### config.mk
export PLATFORM = sky130hd
export DESIGN_NAME = serializer_config_regs
export DESIGN_NICKNAME = d
export VERILOG_FILES = /design/src/shared/ser_cfg_pkg.sv /design/src/core/serializer_config_regs.sv
export SDC_FILE = /design/constraint.sdc
export NUM_CORES = 1
export LEC_CHECK = 0
export BUFFER_PORTS_ARGS = -buffer_cell sky130_fd_sc_hd__buf_2
export CAP_MARGIN = 20
export CORE_AREA = 2 2 121 94
export DETAILED_ROUTE_END_ITERATION = 12
export DIE_AREA = 0 0 123 96
export GPL_TIMING_DRIVEN = 0
export REMOVE_ABC_BUFFERS = 1
export SLEW_MARGIN = 20
export SYNTH_ARGS = -nofsm -noshare
export SYNTH_HDL_FRONTEND = slang
export SYNTH_SLANG_ARGS = --single-unit
### constraint.sdc
create_clock -name clk_sys -period 1.85 [get_ports clk_sys]
set_clock_uncertainty 0.15 [all_clocks]
set_input_delay 0.185 -clock clk_sys [delete_from_list [all_inputs] [get_ports clk_sys]]
set_output_delay 0.185 -clock clk_sys [all_outputs]
set_load 0.01 [all_outputs]
### src/shared/ser_cfg_pkg.sv
// constants for the serializer configuration register bank
package ser_cfg_pkg;
    // printed offsets are not all multiples of four: these are indices, byte address = index * 4
    localparam logic [7:0] IDX_VIDEO_FILTER_CONFIG = 8'h10;
    localparam logic [7:0] IDX_VIDEO_TYPE_MATCH_VALUE = 8'h11;
    localparam logic [7:0] IDX_SELF_TEST_FORCE_ERROR = 8'h13;
    localparam logic [7:0] IDX_SELF_TEST_CONTROL = 8'h14;
    localparam logic [7:0] IDX_SENSOR_VOLTAGE_GAIN = 8'h15;
    localparam logic [7:0] IDX_SENSOR_CONTROL_FIRST = 8'h17;
    localparam logic [7:0] IDX_SENSOR_CONTROL_SECOND = 8'h18;
    // reset values
    localparam logic [7:0] RST_VIDEO_FILTER_CONFIG = 8'h00;
    localparam logic [7:0] RST_VIDEO_TYPE_MATCH_VALUE = 8'h00;
    localparam logic [7:0] RST_SELF_TEST_FORCE_ERROR = 8'h00;
    localparam logic [7:0] RST_SELF_TEST_CONTROL = 8'h00;
    localparam logic [7:0] RST_SENSOR_VOLTAGE_GAIN = 8'h20;
    localparam logic [7:0] RST_SENSOR_CONTROL_FIRST = 8'h3C;
    localparam logic [7:0] RST_SENSOR_CONTROL_SECOND = 8'h80;
    // video_filter_config fields
    localparam int BIT_ANY_LONG_TYPE_PASS = 4;
    localparam int BIT_TYPE_MATCH_ENABLE = 3;
    localparam int BIT_YUV_TEN_BIT_PASS = 2;
    localparam int BIT_FRAME_VALID_INVERT = 1;
    localparam int BIT_LINE_VALID_INVERT = 0;
    // type match value and long-type bits
    localparam int TYPE_CODE_W = 6;
    localparam int BIT_LONG_HI = 5;
    localparam int BIT_LONG_LO = 4;
    localparam logic [5:0] YUV_TYPE_A = 6'h19;
    localparam logic [5:0] YUV_TYPE_B = 6'h1D;
    localparam logic [5:0] YUV_TYPE_C = 6'h1F;
    // self_test_force_error fields
    localparam int BIT_FORCE_PARITY_TRIGGER = 7;
    localparam int FORCED_COUNT_W = 7;
    // self_test_control fields
    localparam int FORCE_FIELD_LSB = 4;
    localparam int BIT_LOCAL_SELF_TEST_ENABLE = 3;
    localparam int CLK_SEL_LSB = 1;
    localparam int BIT_REMOTE_SELF_TEST_ENABLE = 0;
    // test clock sources
    localparam logic [1:0] CLK_SRC_SYSTEM = 2'h0;
    localparam logic [1:0] CLK_SRC_50M = 2'h1;
    localparam logic [1:0] CLK_SRC_25M = 2'h2;
    // sensor fields
    localparam int GAIN_CODE_W = 7;
    localparam int SENSOR_EN_LSB = 2;
    localparam logic [1:0] SENSOR_EN_ON = 2'h3;
    localparam int SENSE_SEL_LSB = 0;
    localparam int BIT_SENSE_GAIN_ENABLE = 7;
endpackage

### src/core/serializer_config_regs.sv
// apb register bank holding video filter, self-test and sensor configuration
//
// The APB slave port is this design's own decision.
`timescale 1ns/10ps
// Behaviour
// - any-long-type pass forwards every long data type packet to the video port.
// - type match enable forwards packets whose type equals the match value.
// - while type match is enabled, writes to the match value are ignored.
// - yuv pass with hundred-mhz mode forwards types 0x19, 0x1D, 0x1F.
// - frame valid invert flips frame valid polarity on the video port.
// - line valid invert flips line valid polarity on the video port.
// - a matched type passes regardless of the 75 or 100 mhz mode.
// - match only happens if match value bit 5 or bit 4 is set.
// - a seven-bit count holds how many parity errors to inject.
// - entering self-test mode starts injection of the programmed count automatically.
// - in normal mode injection starts on writing one to the self-clearing trigger.
// - four-bit force field enables forced errors when nonzero.
// - local self-test enable puts the device into self-test mode.
// - clock select 00 system, 01 50 mhz, 1x 25 mhz.
// - a backward compatible remote self-test enable bit is held.
// - voltage gain equals 128 divided by the seven-bit gain code.
// - sensor enable 00 disables, 11 enables temperature and voltage sensors.
// - sensing select 00 none, 01 gpio0, 10 gpio1, 11 both.
// - gain enable bit applies the gain code to the sensor.
module serializer_config_regs
    import ser_cfg_pkg::*;
(
    // clock and reset
    input wire logic clk_sys,
    input wire logic rst_n,
    // apb slave
    input wire logic psel,
    input wire logic penable,
    input wire logic pwrite,
    input wire logic [11:0] paddr,
    input wire logic [31:0] pwdata,
    input wire logic [3:0] pstrb,
    output logic pready,
    output logic [31:0] prdata,
    output logic pslverr,
    // packet type filter inputs
    input wire logic pkt_valid,
    input wire logic [ser_cfg_pkg::TYPE_CODE_W-1:0] packet_type_code,
    input wire logic hundred_mhz_mode,
    input wire logic seventy_five_mhz_mode,
    input wire logic frame_valid_in,
    input wire logic line_valid_in,
    // video port outputs
    output logic pkt_forward,
    output logic frame_valid_out,
    output logic line_valid_out,
    // self-test status input and outputs
    input wire logic parity_error_done,
    output logic self_test_mode,
    output logic remote_self_test_enable,
    output logic [1:0] self_test_clock_select,
    output logic force_errors_enable,
    output logic inject_start,
    output logic [ser_cfg_pkg::FORCED_COUNT_W-1:0] forced_error_count,
    // sensor outputs
    output logic sensors_enable,
    output logic sense_gpio0,
    output logic sense_gpio1,
    output logic gain_apply,
    output logic [ser_cfg_pkg::GAIN_CODE_W-1:0] voltage_gain_code
);
    import ser_cfg_pkg::*;

    logic [7:0] video_filter_config;
    logic [7:0] video_type_match_value;
    logic [7:0] self_test_force_error;
    logic [7:0] self_test_control;
    logic [7:0] sensor_voltage_gain;
    logic [7:0] sensor_control_first;
    logic [7:0] sensor_control_second;
    logic self_test_prev;
    logic wr_en;
    logic [7:0] wr_byte;
    logic [9:0] idx;
    logic addr_ok;
    logic [7:0] rd_byte;
    logic match_hit;
    logic yuv_hit;
    logic long_hit;

    // zero wait states: access phase completes in the cycle it starts
    assign idx = paddr[11:2];
    // only byte lane 0 carries data; a write with lane 0 off leaves the register alone
    assign wr_en = psel && penable && pwrite && pstrb[0] && addr_ok && (paddr[1:0] == 2'h0);
    assign wr_byte = pwdata[7:0];

    // address decode and read mux
    always_comb begin
        addr_ok = 1'b1;
        rd_byte = 8'h00;
        unique case (idx)
            {2'h0, IDX_VIDEO_FILTER_CONFIG}: rd_byte = video_filter_config;
            {2'h0, IDX_VIDEO_TYPE_MATCH_VALUE}: rd_byte = video_type_match_value;
            {2'h0, IDX_SELF_TEST_FORCE_ERROR}: rd_byte = self_test_force_error;
            {2'h0, IDX_SELF_TEST_CONTROL}: rd_byte = self_test_control;
            {2'h0, IDX_SENSOR_VOLTAGE_GAIN}: rd_byte = sensor_voltage_gain;
            {2'h0, IDX_SENSOR_CONTROL_FIRST}: rd_byte = sensor_control_first;
            {2'h0, IDX_SENSOR_CONTROL_SECOND}: rd_byte = sensor_control_second;
            default: addr_ok = 1'b0;
        endcase
    end

    // apb answer registered at setup so it stands during the access phase
    always_ff @(posedge clk_sys) begin
        if (!rst_n) begin
            pready <= 1'b0;
            prdata <= 32'h0000_0000;
            pslverr <= 1'b0;
        end else begin
            pready <= psel && !penable;
            prdata <= (psel && !penable && !pwrite) ? {24'h00_0000, rd_byte} : 32'h0000_0000;
            pslverr <= psel && !penable && !(addr_ok && (paddr[1:0] == 2'h0));
        end
    end

    // video filter config; reserved bits kept as written
    // reserved storage
    always_ff @(posedge clk_sys) begin
        if (!rst_n) begin
            video_filter_config <= RST_VIDEO_FILTER_CONFIG;
        end else if (wr_en && pready && idx == {2'h0, IDX_VIDEO_FILTER_CONFIG}) begin
            video_filter_config <= wr_byte;
        end
    end

    // match value; locked while matching so the filter never sees a half-changed key
    // write block
    always_ff @(posedge clk_sys) begin
        if (!rst_n) begin
            video_type_match_value <= RST_VIDEO_TYPE_MATCH_VALUE;
        end else if (wr_en && pready && idx == {2'h0, IDX_VIDEO_TYPE_MATCH_VALUE}
                     && !video_filter_config[BIT_TYPE_MATCH_ENABLE]) begin
            video_type_match_value <= wr_byte;
        end
    end

    // force error register; trigger bit self-clears after one cycle
    // count field
    always_ff @(posedge clk_sys) begin
        if (!rst_n) begin
            self_test_force_error <= RST_SELF_TEST_FORCE_ERROR;
        end else if (wr_en && pready && idx == {2'h0, IDX_SELF_TEST_FORCE_ERROR}) begin
            self_test_force_error <= wr_byte;
        end else begin
            self_test_force_error[BIT_FORCE_PARITY_TRIGGER] <= 1'b0;
        end
    end

    // test control
    always_ff @(posedge clk_sys) begin
        if (!rst_n) begin
            self_test_control <= RST_SELF_TEST_CONTROL;
        end else if (wr_en && pready && idx == {2'h0, IDX_SELF_TEST_CONTROL}) begin
            self_test_control <= wr_byte;
        end
    end

    // sensor registers
    always_ff @(posedge clk_sys) begin
        if (!rst_n) begin
            sensor_voltage_gain <= RST_SENSOR_VOLTAGE_GAIN;
            sensor_control_first <= RST_SENSOR_CONTROL_FIRST;
            sensor_control_second <= RST_SENSOR_CONTROL_SECOND;
        end else if (wr_en && pready) begin
            if (idx == {2'h0, IDX_SENSOR_VOLTAGE_GAIN}) begin
                sensor_voltage_gain <= wr_byte;
            end
            if (idx == {2'h0, IDX_SENSOR_CONTROL_FIRST}) begin
                sensor_control_first <= wr_byte;
            end
            if (idx == {2'h0, IDX_SENSOR_CONTROL_SECOND}) begin
                sensor_control_second <= wr_byte;
            end
        end
    end

    // filter decisions
    // long type check
    assign long_hit = packet_type_code[BIT_LONG_HI] || packet_type_code[BIT_LONG_LO];
    assign match_hit = video_filter_config[BIT_TYPE_MATCH_ENABLE]
        && (packet_type_code == video_type_match_value[TYPE_CODE_W-1:0])
        && (video_type_match_value[BIT_LONG_HI] || video_type_match_value[BIT_LONG_LO]);
    assign yuv_hit = video_filter_config[BIT_YUV_TEN_BIT_PASS] && hundred_mhz_mode
        && (packet_type_code == YUV_TYPE_A || packet_type_code == YUV_TYPE_B
            || packet_type_code == YUV_TYPE_C);

    // registered video port; seventy_five_mhz_mode has no effect on the paths kept here
    always_ff @(posedge clk_sys) begin
        if (!rst_n) begin
            pkt_forward <= 1'b0;
            frame_valid_out <= 1'b0;
            line_valid_out <= 1'b0;
        end else begin
            pkt_forward <= pkt_valid && ((video_filter_config[BIT_ANY_LONG_TYPE_PASS] && long_hit)
                || match_hit || yuv_hit);
            frame_valid_out <= frame_valid_in ^ video_filter_config[BIT_FRAME_VALID_INVERT];
            line_valid_out <= line_valid_in ^ video_filter_config[BIT_LINE_VALID_INVERT];
        end
    end

    // self-test outputs; injection start is a one-cycle pulse
    always_ff @(posedge clk_sys) begin
        if (!rst_n) begin
            self_test_prev <= 1'b0;
            self_test_mode <= 1'b0;
            remote_self_test_enable <= 1'b0;
            self_test_clock_select <= CLK_SRC_SYSTEM;
            force_errors_enable <= 1'b0;
            inject_start <= 1'b0;
            forced_error_count <= '0;
        end else begin
            self_test_prev <= self_test_control[BIT_LOCAL_SELF_TEST_ENABLE];
            self_test_mode <= self_test_control[BIT_LOCAL_SELF_TEST_ENABLE];
            remote_self_test_enable <= self_test_control[BIT_REMOTE_SELF_TEST_ENABLE];
            if (self_test_control[CLK_SEL_LSB+1]) begin
                self_test_clock_select <= CLK_SRC_25M;
            end else if (self_test_control[CLK_SEL_LSB]) begin
                self_test_clock_select <= CLK_SRC_50M;
            end else begin
                self_test_clock_select <= CLK_SRC_SYSTEM;
            end
            force_errors_enable <= self_test_control[FORCE_FIELD_LSB +: 4] != 4'h0;
            inject_start <= (self_test_control[BIT_LOCAL_SELF_TEST_ENABLE] && !self_test_prev)
                || (!self_test_control[BIT_LOCAL_SELF_TEST_ENABLE]
                    && self_test_force_error[BIT_FORCE_PARITY_TRIGGER]);
            forced_error_count <= self_test_force_error[FORCED_COUNT_W-1:0];
        end
    end

    // sensor outputs; the divide is left to the analog side since only the code crosses
    always_ff @(posedge clk_sys) begin
        if (!rst_n) begin
            sensors_enable <= 1'b0;
            sense_gpio0 <= 1'b0;
            sense_gpio1 <= 1'b0;
            gain_apply <= 1'b0;
            voltage_gain_code <= '0;
        end else begin
            sensors_enable <= sensor_control_first[SENSOR_EN_LSB +: 2] == SENSOR_EN_ON;
            sense_gpio0 <= sensor_control_first[SENSE_SEL_LSB];
            sense_gpio1 <= sensor_control_first[SENSE_SEL_LSB+1];
            gain_apply <= sensor_control_second[BIT_SENSE_GAIN_ENABLE];
            // gain code, gain = 128 / code
            voltage_gain_code <= sensor_voltage_gain[GAIN_CODE_W-1:0];
        end
    end

    // assertions
    property p_match_lock;
        @(posedge clk_sys) disable iff (!rst_n)
        video_filter_config[BIT_TYPE_MATCH_ENABLE] |=> $stable(video_type_match_value);
    endproperty
    a_match_lock: assert property (p_match_lock) else $error("match value changed while locked");

    property p_any_long;
        @(posedge clk_sys) disable iff (!rst_n)
        pkt_valid && video_filter_config[BIT_ANY_LONG_TYPE_PASS] && long_hit |=> pkt_forward;
    endproperty
    a_any_long: assert property (p_any_long) else $error("long packet not forwarded");

    property p_match_fwd;
        @(posedge clk_sys) disable iff (!rst_n)
        pkt_valid && match_hit |=> pkt_forward;
    endproperty
    a_match_fwd: assert property (p_match_fwd) else $error("matched packet not forwarded");

    property p_short_match;
        @(posedge clk_sys) disable iff (!rst_n)
        !video_type_match_value[BIT_LONG_HI] && !video_type_match_value[BIT_LONG_LO] |-> !match_hit;
    endproperty
    a_short_match: assert property (p_short_match) else $error("short type matched");

    property p_yuv;
        @(posedge clk_sys) disable iff (!rst_n)
        pkt_valid && video_filter_config[BIT_YUV_TEN_BIT_PASS] && hundred_mhz_mode
            && packet_type_code == YUV_TYPE_B |=> pkt_forward;
    endproperty
    a_yuv: assert property (p_yuv) else $error("yuv packet not forwarded");

    property p_fv_inv;
        @(posedge clk_sys) disable iff (!rst_n)
        1'b1 |=> frame_valid_out == ($past(frame_valid_in) ^ $past(video_filter_config[BIT_FRAME_VALID_INVERT]));
    endproperty
    a_fv_inv: assert property (p_fv_inv) else $error("frame valid polarity wrong");

    property p_lv_inv;
        @(posedge clk_sys) disable iff (!rst_n)
        1'b1 |=> line_valid_out == ($past(line_valid_in) ^ $past(video_filter_config[BIT_LINE_VALID_INVERT]));
    endproperty
    a_lv_inv: assert property (p_lv_inv) else $error("line valid polarity wrong");

    property p_trigger_clear;
        @(posedge clk_sys) disable iff (!rst_n)
        self_test_force_error[BIT_FORCE_PARITY_TRIGGER] && !(wr_en && pready)
            |=> !self_test_force_error[BIT_FORCE_PARITY_TRIGGER];
    endproperty
    a_trigger_clear: assert property (p_trigger_clear) else $error("trigger did not self-clear");

    property p_bist_entry;
        @(posedge clk_sys) disable iff (!rst_n)
        $rose(self_test_control[BIT_LOCAL_SELF_TEST_ENABLE]) |-> ##1 inject_start ##0 self_test_mode;
    endproperty
    a_bist_entry: assert property (p_bist_entry) else $error("no injection on self-test entry");

    property p_sens_en;
        @(posedge clk_sys) disable iff (!rst_n)
        sensor_control_first[SENSOR_EN_LSB +: 2] == 2'h0 |=> !sensors_enable;
    endproperty
    a_sens_en: assert property (p_sens_en) else $error("sensors enabled with code 00");

    c_match: cover property (@(posedge clk_sys) disable iff (!rst_n) pkt_valid && match_hit ##1 pkt_forward);
    c_inject: cover property (@(posedge clk_sys) disable iff (!rst_n) inject_start && !self_test_mode);
    c_bist: cover property (@(posedge clk_sys) disable iff (!rst_n) $rose(self_test_mode));
    c_locked_write: cover property (@(posedge clk_sys) disable iff (!rst_n)
        wr_en && pready && video_filter_config[BIT_TYPE_MATCH_ENABLE]
        && idx == {2'h0, IDX_VIDEO_TYPE_MATCH_VALUE});
endmodule

After elaboration in Yosys (flattened, before gate mapping):

Index checks and enable logic that the tools add are counted.

* register bits: 117
* input port bits: 65
* output and inout bits: 61

* equality and inequality tests: 12
* muxes and demuxes: 4
* bitwise gates (word level): 3
* reductions and logical operators: 45

Operators by type and width (number)
* $eq 10x5->1 const B: 7
* $pmux 8 s7: 1
* $logic_and 1x1->1: 23
* $eq 6x5->1 const B: 3
* $reduce_and 2->1: 5
* $logic_or 1x1->1: 7
* $reduce_or 7->1: 1
* $eq 6x6->1: 1
* $logic_not 1->1: 6
* $reduce_bool 4->1: 1
* $eq 2x2->1 const B: 1
* $logic_not 2->1: 1
* $mux 1: 2
* $mux 2: 1
* $reduce_or 2->1: 1
* $xor 1x1->1: 2
* $not 1->1: 1

Logic depth before layout (Yosys ltp):

Gate-level depths: netlist (run 1).

* word-level depth: 8
* gate-level depth with buffers: 7

Worst setup path after synthesis (run 1):

OpenSTA, ideal clock, no wires.

* path type: input-to-reg
* start: input paddr[9]
* end: register video_filter_config[6]
* library setup time: 0.072 ns
* arrival: 1.311 ns
* slack: 0.317 ns
* stages: 6
* cells stage by stage: nor4_4 and4_1 buf_6 and3_4 buf_12 mux2i_1

* word-level cells in the longest chain between the ends: 7
* elaborated cells on any way between the ends: 13
* those cells by class: eq/ne (7); mux (1); reduce/logical (5)

RTL lines
* from (decl): RTL line serializer_config_regs.sv:35 `input wire logic [11:0] paddr,`
* $eq 10x5->1 (on tied branches): RTL line serializer_config_regs.sv:96, serializer_config_regs.sv:126
* $reduce_or 7->1 (no line)
* $mux 1: RTL line serializer_config_regs.sv:96 `unique case (idx)`
* $logic_and 1x1->1 (2 in series): RTL line serializer_config_regs.sv:89 `assign wr_en = psel && penable && pwrite && pstrb[0] && addr_ok && (paddr[1:0] == 2'h0);`
* $logic_and 1x1->1: RTL line serializer_config_regs.sv:126 `end else if (wr_en && pready && idx == {2'h0, IDX_VIDEO_FILTER_CONFIG}) begin`
* $logic_and 1x1->1 *: RTL line serializer_config_regs.sv:126
* to (signal assigned): RTL line serializer_config_regs.sv:127 `video_filter_config <= wr_byte;`
* to (decl): RTL line serializer_config_regs.sv:69 `logic [7:0] video_filter_config;`

Mark *: on every way between the ends. The rest lies on a longest branch, timed or not.
A chain may end at the register's enable or synchronous reset.

Worst setup path in the final report (run 1):

* start: input psel
* end: register video_filter_config[6]

* word-level cells in the longest chain between the ends: 7

RTL lines
* from (decl): RTL line serializer_config_regs.sv:32 `input wire logic psel,`
* $logic_and 1x1->1 (5 in series): RTL line serializer_config_regs.sv:89
* $logic_and 1x1->1 (2 in series): RTL line serializer_config_regs.sv:126

Every way passes these cells.

==> results of run 1 <==
-- what timing repair did --
item | in CTS | in global routing
resized for setup | 1 | 6
setup buffers | 0 | 0
hold buffers | 5 | 0
setup endpoints to repair | 5 | 19
endpoints found under the hold margin | 5 | 0
-- sequential cells by signal, summed over array words and instances (netlist names), 2 cells and up --
signal                  flops
video_filter_config         8
self_test_control           8
voltage_gain_code           7
self_test_force_error       8
self_test_clock_select      2
prdata                      8
sensor_control_second       8
sensor_control_first        8
sensor_voltage_gain         8
forced_error_count          7
video_type_match_value      8
-- report_power, final --
group | internal (mW) | total [mW] | switching, mW
sequential | 2.01 | 2.01 | 0.00178
combinational | 0.0801 | 0.246 | 0.166
clock | 0.908 | 1.67 | 0.765
-- worst max-delay path, cell delays in order --
cell and delay (ns):
dlygate4sd3_1 0.52, buf_2 0.12, and4_1 0.17, and3_4 0.27, and3_4 0.34, mux2i_1 0.22
-- cell families after synthesis --
| kind of cell | Yosys count |
|---|---|
| simple gates | 134 |
| flops | 93 |
| mux | 68 |
| buf+inv | 63 |
| compound gates | 43 |
| xor+xnor | 7 |
| other cells | 1 |
-- worst min-delay path by stage --
| stage | end | slack, ns | cells past startpoint |
|---|---|---|---|
| floorplan | sensor_control_first[2] | 0.11 | 1 |
| global placement | voltage_gain_code[6] | 0.29 | 2 |
| detailed placement | voltage_gain_code[6] | 0.30 | 2 |
| CTS | pready | 0.006 | 3 |
| global route | sensor_control_first[3] | 0.03 | 3 |
| finish | line_valid_out | 0.02 | 3 |
-- routing by layer --
metal  GRT usage [%]  part of all wire [%]
met1            26.0                    48
met2            27.1                    44
met3            4.62                   7.2
met4            4.92                   1.2
met5               0                     0
-- layout by cell type, fill, tap and decap left out, types with 6 or more instances in the layout --
master     netlist  final
inv_1           17     17
buf_2            1     70
and2_1           7      7
dfxtp_1         93     93
a21oi_1         11     11
nor2b_1          6      6
conb_1           1     24
nor4_1           6      6
clkbuf_16        0      9
mux2_2          10     10
mux2i_1         58     58
nand2_1         64     64
nor2_1           7      6
-- area by class of cell --
cell class,instances,area share (%)
tap,140,3.70
inverter,17,1.35
multi-input combinational,276,41.1
clock buffer,10,4.84
clock inverter,6,0.819
sequential,93,39.3
timing repair buffer,77,8.85
-- cell usage after synthesis, types with 2 or more instances --
master | n | area share (%)
nand3_1 | 3 | 0.36
nor3b_1 | 4 | 0.73
nand2b_1 | 3 | 0.45
a221oi_1 | 4 | 0.85
clkbuf_8 | 5 | 1.7
clkbuf_1 | 6 | 0.54
mux2_2 | 10 | 2.7
nand4_1 | 3 | 0.45
and4_1 | 2 | 0.42
nor4_1 | 6 | 0.91
o31ai_1 | 2 | 0.36
nor4_4 | 2 | 1.0
o22ai_1 | 2 | 0.30
inv_1 | 17 | 1.5
nor4bb_1 | 2 | 0.48
and2_1 | 7 | 1.1
a21oi_1 | 11 | 1.3
dfxtp_1 | 93 | 45
nand2_1 | 64 | 5.8
xor2_1 | 5 | 1.1
buf_6 | 2 | 0.54
nor2_1 | 7 | 0.64
and3_1 | 3 | 0.45
nor3_1 | 5 | 0.60
o21ai_0 | 5 | 0.60
a22o_1 | 4 | 0.85
and3_2 | 2 | 0.36
a31oi_1 | 5 | 0.76
mux2i_1 | 58 | 14
xnor2_1 | 2 | 0.42
nand3_2 | 2 | 0.48
nor2b_1 | 6 | 0.91
nand4_4 | 3 | 1.5
a22oi_1 | 3 | 0.54
buf_4 | 28 | 5.1
==> impl_metrics.env, run 1 <==
export IMPL_clockRootBuffer="clkbuf_16"
export IMPL_start_kind="input pin"
export IMPL_crit_required_ns=1.96
export IMPL_drc=0
export IMPL_antenna_found_initial=0
export IMPL_yosys_warnings=0
export IMPL_muxShareOfSynthArea_pct=16.8
export IMPL_rrSetupSlack_ns=0.28
export IMPL_cap_violations=0
export IMPL_setup_worst_path_class="in2reg"
export IMPL_dr_pass1_iters=4
export IMPL_layout_cells_non_filler=619
export IMPL_ys_seq_elements=93
export IMPL_period_share_pct=93.1
export IMPL_hold_ws_ns=0.0156
export IMPL_finalPower_mw=3.93
export IMPL_cp_end_kind="register"
export IMPL_avgRoutedWirePerCell_um=16.1
export IMPL_setup_viol=0
export IMPL_synth_distinct_cells=58
export IMPL_min_from="line_valid_in"
export IMPL_port_buffers=72
export IMPL_layout_drive_gt1_share_pct=23.8
export IMPL_wl_mm=9.97
export IMPL_netlist_instances=409
export IMPL_place_congestion=0.801
export IMPL_slew_headroom_pct=47.1
export IMPL_synth_top_family_by_area="simple AND/OR/NAND/NOR gates"
export IMPL_max_freq_mhz=581
export IMPL_cts_tree="yes"
export IMPL_chipWidth_um=123
export IMPL_synth_enable_flop_cells=0
export IMPL_fin_tns_setup_ns=0
export IMPL_core_area_sq_um=10700
export IMPL_ff_latch_area_sq_um=1860
export IMPL_fin_ws_ns=0.128
export IMPL_grtUsageTotal_pct=18.2
export IMPL_io_pins=126
export IMPL_crit_end="video_filter_config[6]"
export IMPL_numClockSinks=93
export IMPL_fin_crit_ns=1.72
export IMPL_numCtsBuffers=9
export IMPL_synthArstFlopShare_pct=0
export IMPL_vdd_ir_drop_max_v=0.000640
export IMPL_fillerInstances=1035
export IMPL_drv_slew=0
export IMPL_fin_area_sq_um=4730
export IMPL_cp_arrival_ns=1.84
export IMPL_dp_cells=598
export IMPL_start_util_pct=38.8
export IMPL_ys_flop_type="dfxtp_1"
export IMPL_postRouteAntennaNets=0
export IMPL_status="finished, final reports clean"
export IMPL_power_density_nw_per_um2=830
export IMPL_grt_pass1_wl_mm=16.1
export IMPL_area_delta_synth_final_pct=14.5
export IMPL_r2r_start="pready"
export IMPL_yosys_area_share_xor_xnor_pct=1.48
export IMPL_cts_max_level=3
export IMPL_grt_overflow=0
export IMPL_min_path_type="in2reg"
export IMPL_tightestPinTransition_ns=0.792
export IMPL_finalHoldViolations=0
export IMPL_p_leak_nw=2.32
export IMPL_synth_fa_ha_area_share_pct=0
export IMPL_worstReg2RegEnd="self_test_force_error[1]"
export IMPL_post_route_util_pct=44.4
export IMPL_nets=539
export IMPL_clk_latency_ns=0.34
export IMPL_dp_hpwl_mm=6.91
export IMPL_fp_dieH_um=96
export IMPL_synth_compound_area_share_pct=7.11
export IMPL_crit_fanout=8
export IMPL_multiInputGateArea_sq_um=1950
export IMPL_pre_cts_slack_ns=-0.415
export IMPL_critical_path_startpoint="psel"
export IMPL_dr_total_vias=3090
export IMPL_grt_max_degree=77
export IMPL_synth_simple_gate_area_share_pct=19.1
export IMPL_rsz0062_at_grt="no"
export IMPL_fp_row_count=33
export IMPL_reg2reg_depth=4
export IMPL_ys_seq_area_share_pct=45.0
export IMPL_placed_cell_area_sq_um=4390
export IMPL_clk_path_buf_depth=2
export IMPL_via_per_inst=4.99
export IMPL_netlist_area_sq_um=4140
export IMPL_die_area_sq_um=11800
export IMPL_drt_iter0_markers=243
export IMPL_antenna_cells=0
export IMPL_syn_area_per_cell_sq_um=10.1
export IMPL_grt_pass1_vias=3057
export IMPL_clk_pin_slew_ns=0.06
Power figures use the tool's default switching activity.
==> run 2: changes to the inputs <==
- CORE_AREA: 2 2 121 94 -> 2 2 105 107
- DIE_AREA: 0 0 123 96 -> 0 0 107 109
- PLACE_DENSITY_LB_ADDON: not set -> 0.25
==> impl_metrics.env, run 2 (same netlist as run 1, synthesis figures left out) <==
export IMPL_fin_crit_ns=1.77
export IMPL_clk_latency_ns=0.37
export IMPL_numClockSinks=93
export IMPL_dr_pass1_iters=4
export IMPL_fp_row_count=38
export IMPL_hold_ws_ns=0.00963
export IMPL_grtUsageTotal_pct=17.3
export IMPL_min_path_type="in2reg"
export IMPL_grt_pass1_wl_mm=15.5
export IMPL_postRouteAntennaNets=0
export IMPL_io_pins=126
export IMPL_r2r_start="pready"
export IMPL_dr_total_vias=3063
export IMPL_fin_tns_setup_ns=0
export IMPL_tightestPinTransition_ns=0.849
export IMPL_rsz0062_at_grt="no"
export IMPL_fin_ws_ns=0.0820
export IMPL_layout_commonest_cell="dfxtp_1"
export IMPL_setup_worst_path_class="in2reg"
export IMPL_crit_chain="buf_2 > o21ai_2 > and4_1 > and3_4 > mux2i_1"
export IMPL_die_area_sq_um=11700
export IMPL_clockRootBuffer="clkbuf_8"
export IMPL_start_util_pct=39.0
export IMPL_setup_viol=0
export IMPL_layout_common_cells="93 x dfxtp_1, 71 x buf_2, 64 x nand2_1"
export IMPL_dp_hpwl_mm=6.63
export IMPL_cts_tree="yes"
export IMPL_drt_iter0_markers=191
export IMPL_max_freq_mhz=566
export IMPL_via_per_inst=4.91
export IMPL_slowest_stage="and4_1"
export IMPL_nets=544
export IMPL_numCtsBuffers=9
export IMPL_cap_violations=0
export IMPL_slew_headroom_pct=43.2
export IMPL_crit_fanout=23
export IMPL_grt_overflow=0
export IMPL_status="finished, final reports clean"
export IMPL_period_share_pct=95.6
export IMPL_max_stage_delay_ns=0.52
export IMPL_crit_required_ns=1.99
export IMPL_grt_pass1_vias=3009
export IMPL_antenna_found_initial=0
export IMPL_wl_mm=9.58
export IMPL_drv_slew=0
export IMPL_place_congestion=0.780
export IMPL_chipWidth_um=107
export IMPL_finalHoldViolations=0
export IMPL_pre_cts_slack_ns=-0.370
export IMPL_cp_end_kind="register"
export IMPL_cp_arrival_ns=1.91
export IMPL_cts_max_level=3
export IMPL_port_buffers=72
export IMPL_min_from="hundred_mhz_mode"
export IMPL_layout_drive_gt1_share_pct=23.8
export IMPL_p_leak_nw=2.30
export IMPL_avgRoutedWirePerCell_um=15.4
export IMPL_fp_dieH_um=109
export IMPL_vdd_ir_drop_max_v=0.000300
export IMPL_clk_path_buf_depth=2
export IMPL_post_cts_setup_buffers=0
export IMPL_clk_pin_slew_ns=0.09
export IMPL_start_kind="input pin"
export IMPL_antenna_cells=0
export IMPL_drc=0
export IMPL_area_delta_synth_final_pct=13.3
export IMPL_critical_path_startpoint="paddr[4]"
export IMPL_power_density_nw_per_um2=761
export IMPL_grt_max_degree=77
export IMPL_core_area_sq_um=10600
-- run 2: cell count changes in the layout (fill, tap and decap cells not counted), moves of 2 or more --
cell | previous run | this run
clkbuf_16 | 9 | 0
clkbuf_8 | 0 | 9
clkinv_2 | 3 | 0
clkinv_4 | 0 | 2
dlygate4sd3_1 | 5 | 10
inv_8 | 0 | 2
nor2_2 | 0 | 2
-- run 2: routing by layer --
metal	wire length, um	vias up	GRT usage (%)	share of wire [%]
met5	0	-	0	0
met4	193	0	6.59	2.0
met3	631	21	4.78	6.6
met2	4290	109	27.2	45
met1	4470	1419	22.6	47
li1	-	1514	-	-
-- run 2: worst max-delay path: cells and delay by family --
family / cells / cell delay, ns
and+or+nand+nor: 2 / 0.94
buffers and inverters: 1 / 0.30
AOI/OAI and AO/OA: 1 / 0.27
muxes: 1 / 0.20
-- run 2: final timing paths --
path	to	slack [ns]	cells past startpoint
worst max-delay path	video_filter_config[5]	0.08	5
worst min-delay path	pkt_forward	0.01	3
worst max register to register	sensor_voltage_gain[3]	0.22	4
worst min register to register	voltage_gain_code[4]	0.30	2
-- run 2: power breakdown --
group	internal (mW)	total [mW]	switching, mW
Combinational	0.0852	0.249	0.164
Sequential	2.01	2.01	0.00200
Clock	0.521	1.31	0.787
-- run 2: through the flow --
| step | total power [mW] | area, sq um | instances | util (%) |
|---|---|---|---|---|
| detailed placement | 2.29 | 4390 | 598 | 41.4 |
| global placement | 2.28 | 4390 | 598 | 41.4 |
| global route | 3.71 | 4690 | 624 | 44.2 |
| finish | 3.57 | 4690 | 624 | 44.2 |
| CTS | 3.60 | 4680 | 624 | 44.1 |
| floorplan | 2.16 | 3850 | 386 | - |
-- run 2: repair_timing --
action | 4_1_cts | 5_1_grt
hold buffers | 10 | 0
endpoints found under the hold margin | 9 | 0
resized for setup | 0 | 3
setup endpoints to repair | 0 | 37
-- run 2: area by class of cell --
| class | instances | area [sq um] |
|---|---|---|
| Inverter | 17 | 63.8 |
| Clock inverter | 7 | 65.1 |
| Tap cell | 140 | 175 |
| Timing Repair Buffer | 82 | 463 |
| Fill cell | 1053 | 5910 |
| Multi-Input combinational cell | 276 | 1940 |
| Clock buffer | 9 | 124 |
| Sequential cell | 93 | 1860 |
==> run 3: changes to the inputs <==
- BUFFER_PORTS_ARGS: -buffer_cell sky130_fd_sc_hd__buf_2 -> not set
- DONT_BUFFER_PORTS: not set -> 1
==> impl_metrics.env, run 3 (same netlist as run 1, synthesis figures left out) <==
export IMPL_period_share_pct=95.8
export IMPL_clockRootBuffer="clkbuf_8"
export IMPL_numCtsBuffers=9
export IMPL_holdPathEnd="sensor_control_first[3]"
export IMPL_power_density_nw_per_um2=829
export IMPL_fillerInstances=1019
export IMPL_place_congestion=0.774
export IMPL_avgRoutedWirePerCell_um=18.0
export IMPL_area_delta_synth_final_pct=10.7
export IMPL_min_path_type="in2reg"
export IMPL_rsz0062_at_grt="no"
export IMPL_switching_share_pct=24.3
export IMPL_worstHoldPathCells=2
export IMPL_via_per_inst=5.20
export IMPL_rrSetupSlack_ns=0.08
export IMPL_slowest_stage="dlygate4sd3_1"
export IMPL_grt_overflow=0
export IMPL_max_stage_delay_ns=0.67
export IMPL_drt_iter0_markers=220
export IMPL_finalHoldViolations=1
export IMPL_dp_hpwl_mm=6.57
export IMPL_grt_pass1_wl_mm=16.6
export IMPL_slew_headroom_pct=38.2
export IMPL_p_leak_nw=2.09
export IMPL_vdd_ir_drop_max_v=0.000418
export IMPL_reg2reg_depth=4
export IMPL_pre_cts_slack_ns=-0.0710
export IMPL_crit_required_ns=1.99
export IMPL_layout_commonest_cell="dfxtp_1"
export IMPL_post_route_util_pct=43.2
export IMPL_core_area_sq_um=10600
export IMPL_cap_violations=0
export IMPL_fp_row_count=38
export IMPL_grtUsageTotal_pct=18.6
export IMPL_status="complete, but fails checks"
export IMPL_numClockSinks=93
export IMPL_fin_area_sq_um=4580
export IMPL_dr_total_vias=2972
export IMPL_tightestPinTransition_ns=0.925
export IMPL_crit_chain="dlygate4sd3_1 > nor4_1 > dlygate4sd3_1 > a21oi_1 > a21oi_1"
export IMPL_cts_max_level=3
export IMPL_cts_tree="yes"
export IMPL_antenna_found_initial=0
export IMPL_layout_common_cells="93 x dfxtp_1, 64 x nand2_1, 58 x mux2i_1"
export IMPL_violations="hold timing"
export IMPL_setup_viol=0
export IMPL_port_buffers=0
export IMPL_p_clk_share_pct=41.5
export IMPL_crit_fanout=18
export IMPL_power_frac_comb_pct=5.4
export IMPL_max_freq_mhz=564
export IMPL_nets=492
export IMPL_antenna_cells=0
export IMPL_postRouteAntennaNets=0
export IMPL_clk_path_buf_depth=2
export IMPL_clk_pin_slew_ns=0.09
export IMPL_fin_ws_ns=0.0769
export IMPL_fp_dieH_um=109
export IMPL_grt_pass1_vias=3017
export IMPL_pwr_share_seq_pct=53.0
export IMPL_r2r_start="video_type_match_value[5]"
export IMPL_drc=0
export IMPL_internal_power_mw=2.88
export IMPL_io_pins=126
export IMPL_worstReg2RegEnd="pkt_forward"
export IMPL_cp_end_kind="register"
export IMPL_layout_drive_gt1_share_pct=9.95
export IMPL_clk_latency_ns=0.37
export IMPL_drv_slew=0
export IMPL_hold_ws_ns=-0.00609
export IMPL_die_area_sq_um=11700
export IMPL_dr_pass1_iters=5
export IMPL_min_from="rst_n"
export IMPL_cp_arrival_ns=1.92
export IMPL_switching_power_mw=0.922
export IMPL_fin_crit_ns=1.77
export IMPL_setup_worst_path_class="in2reg"
export IMPL_grt_max_degree=73
export IMPL_start_kind="input pin"
export IMPL_placed_cell_area_sq_um=4030
export IMPL_start_util_pct=39.0
export IMPL_chipWidth_um=107
export IMPL_wl_mm=10.3
==> run 3: changes by cell type in the layout (fill, tap and decap cells not counted), moves of 2 or more <==
cell and change:
buf_2 -71, bufinv_16 +2, clkinv_4 -2, dlygate4sd3_1 +18
==> run 3: critical path: cells and delay by family <==
family                 cells  cell delay, ns
buffers and inverters      2            1.26
and+or+nand+nor            1            0.27
AOI/OAI and AO/OA          2            0.19
==> run 3: cell type report <==
| type | instances | area, sq um | area share [%] |
|---|---|---|---|
| Clock buffer | 9 | 124 | 2.70 |
| Clock inverter | 7 | 106 | 2.32 |
| Inverter | 17 | 63.8 | 1.39 |
| Multi-Input combinational cell | 276 | 1930 | 42.1 |
| Sequential cell | 93 | 1860 | 40.6 |
| Tap cell | 140 | 175 | 3.82 |
| Timing Repair Buffer | 30 | 320 | 6.99 |
==> run 3: routing by layer <==
metal | global-route usage (%) | vias up | routed length, um
met1 | 25.1 | 1414 | 4790
met5 | 0 | - | 0
li1 | - | 1416 | -
met3 | 3.59 | 18 | 658
met4 | 7.42 | 0 | 204
met2 | 29.2 | 124 | 4620
==> run 3: what timing repair did <==
action	4_1_cts	5_1_grt
hold buffers	30	0
setup buffers	0	0
hold endpoints to repair	91	0
resized for setup	0	2
setup endpoints to repair	0	17
==> run 3: worst max path at each step <==
stage / from / endpoint / slack (ns)
finish: paddr[4] / prdata[0] / 0.08
global route: paddr[4] / prdata[0] / 0.01
CTS: paddr[3] / sensor_control_second[1] / 0.003
detailed placement: paddr[9] / video_filter_config[6] / -0.07
global placement: paddr[9] / video_filter_config[0] / -0.008
floorplan: paddr[9] / video_filter_config[6] / 0.20
==> run 3: power groups by stage <==
| stage | Combinational (mW) | Clock (mW) | Sequential (mW) |
|---|---|---|---|
| 2_1_floorplan | 0.0971 | 0 | 2.06 |
| 5_1_grt | 0.225 | 1.68 | 2.02 |
| 6_report | 0.207 | 1.58 | 2.02 |
| 3_3_place_gp | 0.116 | 0 | 2.06 |
| 4_1_cts | 0.204 | 1.60 | 2.02 |
| 3_5_place_dp | 0.117 | 0 | 2.06 |
==> run 3: through the flow <==
| stage | instances | setup TNS [ns] | hold WS, ns | power, mW |
|---|---|---|---|---|
| 5_1_grt | 572 | 0 | 0.00145 | 3.93 |
| 6_report | 572 | 0 | -0.00609 | 3.80 |
| 4_1_cts | 572 | 0 | 0.000482 | 3.82 |
| 3_5_place_dp | 526 | -0.609 | 0.129 | 2.18 |
| 2_1_floorplan | 386 | 0 | 0.111 | 2.16 |
| 3_3_place_gp | 526 | -0.0306 | 0.126 | 2.18 |
